### src/common/wapc_map.svh
// Register offsets, field positions, reset values and the averaging shift base of the block.
// Assumes inclusion by bare name from the design modules; the package does not include it.
`ifndef WAPC_MAP_SVH
`define WAPC_MAP_SVH

// Register offsets on the plain register port.
`define WAPC_AMP_CFG 8'h33
`define WAPC_AMP_REF 8'h34
`define WAPC_AMP_AVG 8'h35
`define WAPC_AMP_LAST 8'h36
`define WAPC_PHS_CFG 8'h37
`define WAPC_PHS_REF 8'h38
`define WAPC_PHS_AVG 8'h39
`define WAPC_PHS_LAST 8'h3A
`define WAPC_IRQ_STAT 8'h40
`define WAPC_IRQ_CLR 8'h41
`define WAPC_IRQ_EN 8'h42
`define WAPC_WU_CTRL 8'h43

// Channel indices, also the bit positions in the status, clear, enable and control registers.
`define WAPC_CH_AMP 0
`define WAPC_CH_PHS 1

// Reset values.
`define WAPC_RST8 8'h00
`define WAPC_RST2 2'h0
`define WAPC_RST1 1'b0

// Weight code 00 means 4, a right shift by two; each code step doubles the weight.
`define WAPC_SHIFT_BASE 3'h2

`endif

### src/common/wapc_pkg.sv
// Types shared by the wake-up compare top and its channel module.
// Takes no number from the map header; the weight codes and field widths are set here.
package wapc_pkg;

	// Weight of the newest result in the running average.
	typedef enum logic [1:0] {
		WAPC_W4  = 2'b00,
		WAPC_W8  = 2'b01,
		WAPC_W16 = 2'b10,
		WAPC_W32 = 2'b11
	} wapc_weight_e;

	// Layout of a channel configuration register, most significant field first.
	typedef struct packed {
		logic [3:0]   thr;
		logic         incl;
		wapc_weight_e weight;
		logic         use_avg;
	} wapc_cfg_s;

	// One measurement result as handed over by the measurement path.
	typedef struct packed {
		logic       done;
		logic [7:0] value;
	} wapc_meas_s;

endpackage

### src/hdl/wapc_chan.sv
// One compare channel: last result, running average and threshold check.
// Assumes results arrive as one-cycle pulses on the block clock.
`timescale 1ns/1ps
`include "wapc_map.svh"

module wapc_chan (
	input  wire logic                clk_sys_in,
	input  wire logic                rst_in,
	input  wire wapc_pkg::wapc_cfg_s  cfg_in,
	input  wire logic [7:0]          fixed_ref_in,
	input  wire wapc_pkg::wapc_meas_s meas_in,
	output logic [7:0]               avg_out,
	output logic [7:0]               last_out,
	output logic                     trig_out
);
	logic [7:0] avg_q, avg_d, last_q, last_d, ref_v, diff, sat;
	logic       trig_q, trig_d, exceed;
	logic [2:0] sh;
	logic [9:0] delta, step, sum;

	// Compare against the chosen reference and move the average by a weighted step.
	always_comb
	begin
		ref_v = cfg_in.use_avg ? avg_q : fixed_ref_in;
		diff = (meas_in.value >= ref_v) ? meas_in.value - ref_v : ref_v - meas_in.value;
		exceed = diff > {4'h0, cfg_in.thr};
		sh = `WAPC_SHIFT_BASE + {1'b0, cfg_in.weight};
		delta = {2'b00, meas_in.value} - {2'b00, avg_q};
		step = 10'($signed(delta) >>> sh);
		sum = {2'b00, avg_q} + step;
		// Clamp keeps the average in range even if rounding ever strays.
		sat = sum[9] ? 8'h00 : (sum[8] ? 8'hFF : sum[7:0]);
		avg_d = avg_q;
		last_d = last_q;
		trig_d = 1'b0;
		if (meas_in.done)
		begin
			last_d = meas_in.value;
			trig_d = exceed;
			if (!exceed || cfg_in.incl)
				avg_d = sat;
		end
	end

	// State registers.
	always_ff @(posedge clk_sys_in or posedge rst_in)
	begin
		if (rst_in)
		begin
			avg_q <= `WAPC_RST8;
			last_q <= `WAPC_RST8;
			trig_q <= `WAPC_RST1;
		end
		else
		begin
			avg_q <= avg_d;
			last_q <= last_d;
			trig_q <= trig_d;
		end
	end

	assign avg_out = avg_q;
	assign last_out = last_q;
	assign trig_out = trig_q;
endmodule

### src/hdl/wapc_top.sv
// Wake-up amplitude and phase compare: registers, two compare channels, interrupt.
// Assumes timer expiry and measurement results come from logic on the same clock.
//
// Contract
// - Amplitude threshold is upper config nibble
// - Phase threshold is upper config nibble
// - Amplitude bit 3 includes triggering result
// - Phase bit 3 includes triggering result
// - Weight codes select 4, 8, 16, 32
// - Amplitude bit 0 picks fixed or average
// - Phase bit 0 picks fixed or average
// - Reference registers read-write, reset zero
// - Average registers read-only, reset zero
// - Last result registers read-only, reset zero
// - Amplitude measured and checked at expiry
// - Phase measured and checked at expiry
//
// The plain strobed port was left to the implementer.
`timescale 1ns/1ps
`include "wapc_map.svh"

module wapc_top (
	input  wire logic       clk_sys_in,
	input  wire logic       rst_in,
	input  wire logic [7:0] reg_addr_in,
	input  wire logic [7:0] reg_wdata_in,
	input  wire logic       reg_wr_in,
	input  wire logic       reg_rd_in,
	output logic [7:0]      reg_rdata_out,
	input  wire logic       wake_timeout_in,
	output logic            amp_meas_start_out,
	output logic            phase_meas_start_out,
	input  wire logic       amp_meas_done_in,
	input  wire logic [7:0] amp_meas_value_in,
	input  wire logic       phase_meas_done_in,
	input  wire logic [7:0] phase_meas_value_in,
	output logic            irq_out
);
	// Configuration and reference per channel, index 0 amplitude, 1 phase.
	logic [7:0] cfg_q [2];
	logic [7:0] cfg_d [2];
	logic [7:0] ref_q [2];
	logic [7:0] ref_d [2];

	// Averages, last results and trigger pulses from the channels.
	logic [7:0] avg_v [2];
	logic [7:0] last_v [2];
	logic [1:0] trig_v;

	// Measurement inputs gathered per channel.
	wapc_pkg::wapc_meas_s meas_v [2];

	// Interrupt, control and output state.
	logic [1:0] stat_q;
	logic [1:0] stat_d;
	logic [1:0] en_q;
	logic [1:0] en_d;
	logic [1:0] wuctl_q;
	logic [1:0] wuctl_d;
	logic [1:0] set_v;
	logic [1:0] clr_v;
	logic [1:0] start_q;
	logic [1:0] start_d;
	logic       irq_q;
	logic       irq_d;
	logic [7:0] rdata_q;
	logic [7:0] rdata_d;

	// Results are handed to the channels as a valid pulse with its value.
	assign meas_v[`WAPC_CH_AMP] = '{done: amp_meas_done_in, value: amp_meas_value_in};
	assign meas_v[`WAPC_CH_PHS] = '{done: phase_meas_done_in, value: phase_meas_value_in};

	// Both channels share one compare structure.
	for (genvar i = 0; i < 2; i++)
	begin : g_ch
		wapc_chan u_chan (
			.clk_sys_in   (clk_sys_in),
			.rst_in       (rst_in),
			.cfg_in       (wapc_pkg::wapc_cfg_s'(cfg_q[i])),
			.fixed_ref_in (ref_q[i]),
			.meas_in      (meas_v[i]),
			.avg_out      (avg_v[i]),
			.last_out     (last_v[i]),
			.trig_out     (trig_v[i])
		);
	end

	// Software writes to the read-write registers; read-only offsets ignore writes.
	always_comb
	begin
		cfg_d = cfg_q;
		ref_d = ref_q;
		en_d = en_q;
		wuctl_d = wuctl_q;
		if (reg_wr_in)
		begin
			case (reg_addr_in)
				`WAPC_AMP_CFG:
					cfg_d[`WAPC_CH_AMP] = reg_wdata_in;
				`WAPC_PHS_CFG:
					cfg_d[`WAPC_CH_PHS] = reg_wdata_in;
				`WAPC_AMP_REF:
					ref_d[`WAPC_CH_AMP] = reg_wdata_in;
				`WAPC_PHS_REF:
					ref_d[`WAPC_CH_PHS] = reg_wdata_in;
				`WAPC_IRQ_EN:
					en_d = reg_wdata_in[1:0];
				`WAPC_WU_CTRL:
					wuctl_d = reg_wdata_in[1:0];
				default:
				begin
				end
			endcase
		end
	end

	// Configuration registers.
	always_ff @(posedge clk_sys_in or posedge rst_in)
	begin
		if (rst_in)
		begin
			cfg_q[`WAPC_CH_AMP] <= `WAPC_RST8;
			cfg_q[`WAPC_CH_PHS] <= `WAPC_RST8;
			ref_q[`WAPC_CH_AMP] <= `WAPC_RST8;
			ref_q[`WAPC_CH_PHS] <= `WAPC_RST8;
			en_q <= `WAPC_RST2;
			wuctl_q <= `WAPC_RST2;
		end
		else
		begin
			cfg_q <= cfg_d;
			ref_q <= ref_d;
			en_q <= en_d;
			wuctl_q <= wuctl_d;
		end
	end

	// Each timer expiry starts a measurement on every enabled channel.
	always_comb
	begin
		start_d[`WAPC_CH_AMP] = wake_timeout_in & wuctl_q[`WAPC_CH_AMP];
		start_d[`WAPC_CH_PHS] = wake_timeout_in & wuctl_q[`WAPC_CH_PHS];
	end

	// Start pulses leave from flip-flops.
	always_ff @(posedge clk_sys_in or posedge rst_in)
	begin
		if (rst_in)
			start_q <= `WAPC_RST2;
		else
			start_q <= start_d;
	end

	// Sticky status: a trigger in the cycle of a clear write survives the clear.
	// A trigger on a channel that software has since disabled is dropped, so a
	// late result never raises a wake-up that software no longer asked for.
	always_comb
	begin
		set_v = trig_v & wuctl_q;
		clr_v = (reg_wr_in && reg_addr_in == `WAPC_IRQ_CLR) ? reg_wdata_in[1:0] : `WAPC_RST2;
		stat_d = (stat_q & ~clr_v) | set_v;
		irq_d = |(stat_d & en_d);
	end

	// Interrupt registers.
	always_ff @(posedge clk_sys_in or posedge rst_in)
	begin
		if (rst_in)
		begin
			stat_q <= `WAPC_RST2;
			irq_q <= `WAPC_RST1;
		end
		else
		begin
			stat_q <= stat_d;
			irq_q <= irq_d;
		end
	end

	// Read data for the cycle after the strobe; unmapped and write-only offsets read zero.
	always_comb
	begin
		rdata_d = `WAPC_RST8;
		if (reg_rd_in)
		begin
			case (reg_addr_in)
				`WAPC_AMP_CFG:
					rdata_d = cfg_q[`WAPC_CH_AMP];
				`WAPC_AMP_REF:
					rdata_d = ref_q[`WAPC_CH_AMP];
				`WAPC_AMP_AVG:
					rdata_d = avg_v[`WAPC_CH_AMP];
				`WAPC_AMP_LAST:
					rdata_d = last_v[`WAPC_CH_AMP];
				`WAPC_PHS_CFG:
					rdata_d = cfg_q[`WAPC_CH_PHS];
				`WAPC_PHS_REF:
					rdata_d = ref_q[`WAPC_CH_PHS];
				`WAPC_PHS_AVG:
					rdata_d = avg_v[`WAPC_CH_PHS];
				`WAPC_PHS_LAST:
					rdata_d = last_v[`WAPC_CH_PHS];
				`WAPC_IRQ_STAT:
					rdata_d = {6'h00, stat_q};
				`WAPC_IRQ_EN:
					rdata_d = {6'h00, en_q};
				`WAPC_WU_CTRL:
					rdata_d = {6'h00, wuctl_q};
				default:
					rdata_d = `WAPC_RST8;
			endcase
		end
	end

	// Read data register; it returns to zero when no read was made.
	always_ff @(posedge clk_sys_in or posedge rst_in)
	begin
		if (rst_in)
			rdata_q <= `WAPC_RST8;
		else
			rdata_q <= rdata_d;
	end

	assign reg_rdata_out = rdata_q;
	assign amp_meas_start_out = start_q[`WAPC_CH_AMP];
	assign phase_meas_start_out = start_q[`WAPC_CH_PHS];
	assign irq_out = irq_q;
endmodule

### config.mk
export PLATFORM = sky130hd
export DESIGN_NAME = wapc_top
export DESIGN_NICKNAME = d
export VERILOG_FILES = /design/src/common/wapc_pkg.sv /design/src/hdl/wapc_chan.sv /design/src/hdl/wapc_top.sv
export VERILOG_INCLUDE_DIRS = /design/src /design/src/common
export SDC_FILE = /design/constraint.sdc
export NUM_CORES = 1
export LEC_CHECK = 0
export BUFFER_PORTS_ARGS = -buffer_cell sky130_fd_sc_hd__clkbuf_2
export CAP_MARGIN = 25
export CORE_MARGIN = 10
export CORE_UTILIZATION = 55
export DETAILED_ROUTE_END_ITERATION = 10
export PLACE_DENSITY = 0.84
export SYNTH_ARGS = -nofsm -noshare
export SYNTH_HDL_FRONTEND = slang
export SYNTH_SLANG_ARGS = --single-unit
export TNS_END_PERCENT = 20
### constraint.sdc
create_clock -name clk_sys_in -period 5 [get_ports clk_sys_in]
set_input_delay 0.75 -clock clk_sys_in [delete_from_list [all_inputs] [get_ports clk_sys_in]]
set_output_delay 0.75 -clock clk_sys_in [all_outputs]
set_load 0.05 [all_outputs]
==> results.txt <==
The worst setup path is launched from a flip-flop. Of all cell types, the one taking the most synthesized area is sky130_fd_sc_hd__dfrtp_1. In this run the tool buffered the top-level ports with 49 buffer cells. The number of DRC violations after detailed-routing iteration 0 came out at 659.

The sequential cell area fraction in the yosys report came out at 29.1%. The final cell area excluding filler cells came out at 7830 um2. The final non-filler cell total is 978.

The start-to-end type of the worst setup path is reg2reg. The fraction of the mapped netlist area in compound gates is 19.4%. Summed over all failing endpoints, the final setup total negative slack is 0 ns.

The run finished with clean final reports. From synthesis to final layout, the design area changed by 9.83%. The number of placed instances, taps included, is 962. The area of the core is 12,700 um2. In this run, synthesis inferred 0 flip-flops with an integrated enable.

The critical path arrival came out at 4.83 ns. The remaining number of nets flagged by the antenna check after routing came out at 0. The final layout contains 915 nets. The worst setup path is captured at a flip-flop. TritonCTS built the clock tree. The highest clock frequency the design can meet came out at 217 MHz. Ranked by total cell area, the synthesized netlist is headed by sky130_fd_sc_hd__dfrtp_1 29%, sky130_fd_sc_hd__mux2_2 12%, sky130_fd_sc_hd__ha_1 12%, sky130_fd_sc_hd__mux2i_1 4.8%, sky130_fd_sc_hd__a21oi_1 4.1%. The number of synthesized register bits is 83. The placed instances occupy a cell area of 7560 um2. The via count is 6,005. The number of global-route vias before repair came to 5,738. The combined area of all synthesized cells is 7130 um2.

The maximum clock insertion buffer count is 2. Entering global routing, the biggest net connects 52 pins. In this run the mean area of a mapped cell was 9.39 um2.

In the global route stage, overall resource usage came out at 19.6%. The first global-routing pass estimated 29,000 um of wire. At the placement stage, the worst setup path has a slack of 0.313 ns. The horizontal extent of the die is 134 um. The DRC violation count after routing is 0. STA puts the critical path data required time at 5.22 ns. The main combinational cell family by area after synthesis is compound AO/OA/AOI/OAI gates.

In the synthesized netlist the dominant register cell turns out to be sky130_fd_sc_hd__dfrtp_1. Setup repair after global routing left no endpoint under its margin. The total of hold buffers inserted after clock tree synthesis is 0. In this run the core area contains 41 standard-cell rows.

The path class of the tightest hold or removal check is reg2reg. The CTS root buffer is sky130_fd_sc_hd__clkbuf_16. The detailed-route wire length came out at 18,100 um. Dividing the final minimum period by the clock period gives 92.1%.

The minimum period implied by the final worst setup slack came out at 4.61 ns. The number of max-capacitance violations reported is 0. For this run, the detailed router's first-pass iteration total came to 6. For this run the aggregate overflow at the end of global routing stands at 0.

The worst voltage drop across the vdd grid came out at 0.213 mV. The synthesized-area fraction occupied by adder cells came out at 13.6%. The final hold slack is 0.512 ns. The share of layout cells above drive strength 1 came out at 20.8%. The post-synthesis instance total came out at 759. The floorplan step set the die height to 134 um. The fraction of the mapped netlist area in simple logic gates is 9.94%. The CTS buffer count came out at 9.

The number of nets in the synthesized netlist came out at 872. In this run, post-CTS repair resized a total of 0 instances. The number of failing hold endpoints at the final stage came out at 0. Of the total synthesized cell area, the portion taken by XOR and XNOR cells is 3.93%. The leakage power of the design came out at 3.73 nW.

The post-CTS setup buffer count came out at 0. After synthesis, the largest area contributor takes up 29.1% of total cell area. The worst path meets setup with 0.394 ns of slack. The die covers 17,900 um2. The slowest stage of the critical path belongs to the cell sky130_fd_sc_hd__dfrtp_1. The starting density of the core is 56.2%. After clock tree synthesis, the clock-pin slew on the worst setup and hold paths is 0.06 ns.

The H-tree generated during clock tree synthesis spans 3 levels. The maximum clock skew at final layout came out at 0.00635 ns. The maximum single-stage delay on the critical path is 0.67 ns. The power density over cell area is 462 nW/um2. The maximum fanout count along the critical path came out at 13.

The insertion delay of the later-clocked pin in the worst-skew pair is 0.33 ns. The number of failing setup endpoints in the final timing report came out at 0. The distinct cell type count of the synthesized netlist came out at 61.

The number of antenna diodes came out at 0. The mux contribution to synthesized area is 18.2%. The count of clock tree sinks is 83. The fraction of registers with async set or reset after synthesis is 100%. The max-slew violation total from the final report came out at 0. In this run the tightest slew margin relative to its limit is 43.6%.

The dominant cell type by count on the critical path is sky130_fd_sc_hd__o21a_1. The yosys synthesis warning count is 0. After detailed routing, the number of vias per cell comes to 6.14. The number of antenna violations at the first check in global routing was 0. The routability congestion estimate is 0.956. Walking the worst path, the cells encountered are mux2i_1 > inv_1 > ha_1 > o21a_1 > o211ai_1 > a31oi_1 > a211o_1 > mux2_2 > ha_1 > nor2b_1 > o21a_1 > o21a_1 > o21ai_0 > o21ai_0 > a31oi_4 > mux2_2. The routed length per placed instance is 18.5 um.

The sum of net half-perimeters after detailed placement is 13,900 um. The boundary pin count is 50. For the pin with the worst max-slew slack, the measured transition is 0.847 ns.
## cells in the mapped netlist, types with 13 or more instances
cell                        n
sky130_fd_sc_hd__a21o_1    16
sky130_fd_sc_hd__a21oi_1   59
sky130_fd_sc_hd__clkbuf_1  27
sky130_fd_sc_hd__dfrtp_1   83
sky130_fd_sc_hd__ha_1      68
sky130_fd_sc_hd__inv_1     77
sky130_fd_sc_hd__mux2_2    76
sky130_fd_sc_hd__mux2i_1   34
sky130_fd_sc_hd__nand2_1   38
sky130_fd_sc_hd__nand3_1   13
sky130_fd_sc_hd__nor2_1    34
sky130_fd_sc_hd__o21ai_0   41
sky130_fd_sc_hd__xnor2_1   14
sky130_fd_sc_hd__xor2_1    18
## worst max-delay path, delay by kind of cell (launching register included)
kind | cells | cell delay, ns
compound gates | 9 | 1.71
mux | 3 | 1.12
fa+ha+maj | 2 | 0.77
flops | 1 | 0.67
simple gates | 1 | 0.13
buf+inv | 1 | 0.08
## registers in the layout, indices dropped and copies added (netlist names)
register and cells:
cfg_q 16, g_ch.u_chan.avg_out 16, g_ch.u_chan.last_out 16, ref_q 16, reg_rdata_out 8, en_q 2, g_ch.u_chan.trig_out 2, start_q 2
stat_q 2, wuctl_q 2, irq_out 1
## kinds of logic (layout without fill, tap and decap cells)
family                   Yosys count  after routing
multiplexers                     115            115
AND/OR/NAND/NOR                  141            141
AO/OA/AOI/OAI                    208            208
adder cells (fa/ha/maj)           74             74
XOR/XNOR                          32             32
buffers and inverters            106            153
flip-flops                        83             83
## placed cells by master, fill, tap and decap left out, drive strengths merged, types with 3 or more instances in the layout
cell | synthesis | final
o21bai | 3 | 3
xor2 | 18 | 18
inv | 77 | 76
a21boi | 3 | 3
clkinv | 0 | 5
a22o | 12 | 12
dfrtp | 83 | 83
a221oi | 3 | 3
a21oi | 60 | 60
nor3 | 4 | 4
o22ai | 3 | 3
mux2 | 77 | 77
o211ai | 7 | 7
a31oi | 10 | 10
o21ai | 42 | 42
fa | 6 | 6
nand3b | 3 | 3
and3 | 4 | 4
nand2 | 38 | 38
mux4 | 4 | 4
a211oi | 7 | 7
and2 | 5 | 5
clkbuf | 28 | 60
a21o | 16 | 16
xnor2 | 14 | 14
a211o | 6 | 6
nor2 | 34 | 34
o21a | 11 | 11
nand3 | 13 | 13
buf | 1 | 11
nand4 | 8 | 8
a22oi | 7 | 7
mux2i | 34 | 34
ha | 68 | 68
or3 | 4 | 4
nand2b | 10 | 10
a2111oi | 3 | 3
nor2b | 7 | 7
a31o | 4 | 4
## area by class of cell
| class | count | area [um2] |
|---|---|---|
| sequential | 83 | 2080 |
| multi-input combinational | 570 | 4650 |
| fill | 1022 | 4840 |
| tap | 172 | 215 |
| clock buffer | 10 | 229 |
| clock inverter | 5 | 31.3 |
| inverter | 77 | 290 |
| timing repair buffer | 61 | 335 |
## metrics by stage
| step | utilization, % | total power, mW |
|---|---|---|
| final | 61.8 | 3.62 |
| after global routing | 61.8 | 3.91 |
| after CTS | 61.7 | 3.60 |
| after detailed placement | 59.7 | 3.01 |
| after global placement | 59.7 | 2.94 |
| after floorplan | - | 2.51 |
## final timing paths
path | start | endpoint | slack (ns) | cells after the start
setup / recovery | cfg_q[8] | g_ch[0].u_chan.avg_out[3] | 0.39 | 16
hold / removal | g_ch[1].u_chan.last_out[2] | g_ch[1].u_chan.last_out[2] | 0.51 | 1
setup reg to reg | cfg_q[8] | g_ch[0].u_chan.avg_out[3] | 0.39 | 16
hold reg to reg | g_ch[1].u_chan.last_out[2] | g_ch[1].u_chan.last_out[2] | 0.51 | 1
max in group asynchronous | rst_in | wuctl_q[1] | 3.54 | 3
min in group asynchronous | rst_in | reg_rdata_out[2] | 0.54 | 2
## report_power, final
part / internal [mW] / total [mW] / switching, mW
Clock: 0.331 / 0.585 / 0.253
Sequential: 0.763 / 0.890 / 0.127
Combinational: 0.977 / 2.14 / 1.17
Total: 2.07 / 3.62 / 1.55
## metal layers
| layer | up-vias | part of all wire, % | track usage [%] |
|---|---|---|---|
| met5 | - | 0 | 0 |
| met4 | 0 | 1.9 | 5.14 |
| met3 | 37 | 8.7 | 5.27 |
| met2 | 260 | 46 | 31.3 |
| met1 | 2882 | 43 | 25.7 |
| li1 | 2826 | - | - |
Power figures use the tool's default switching activity.
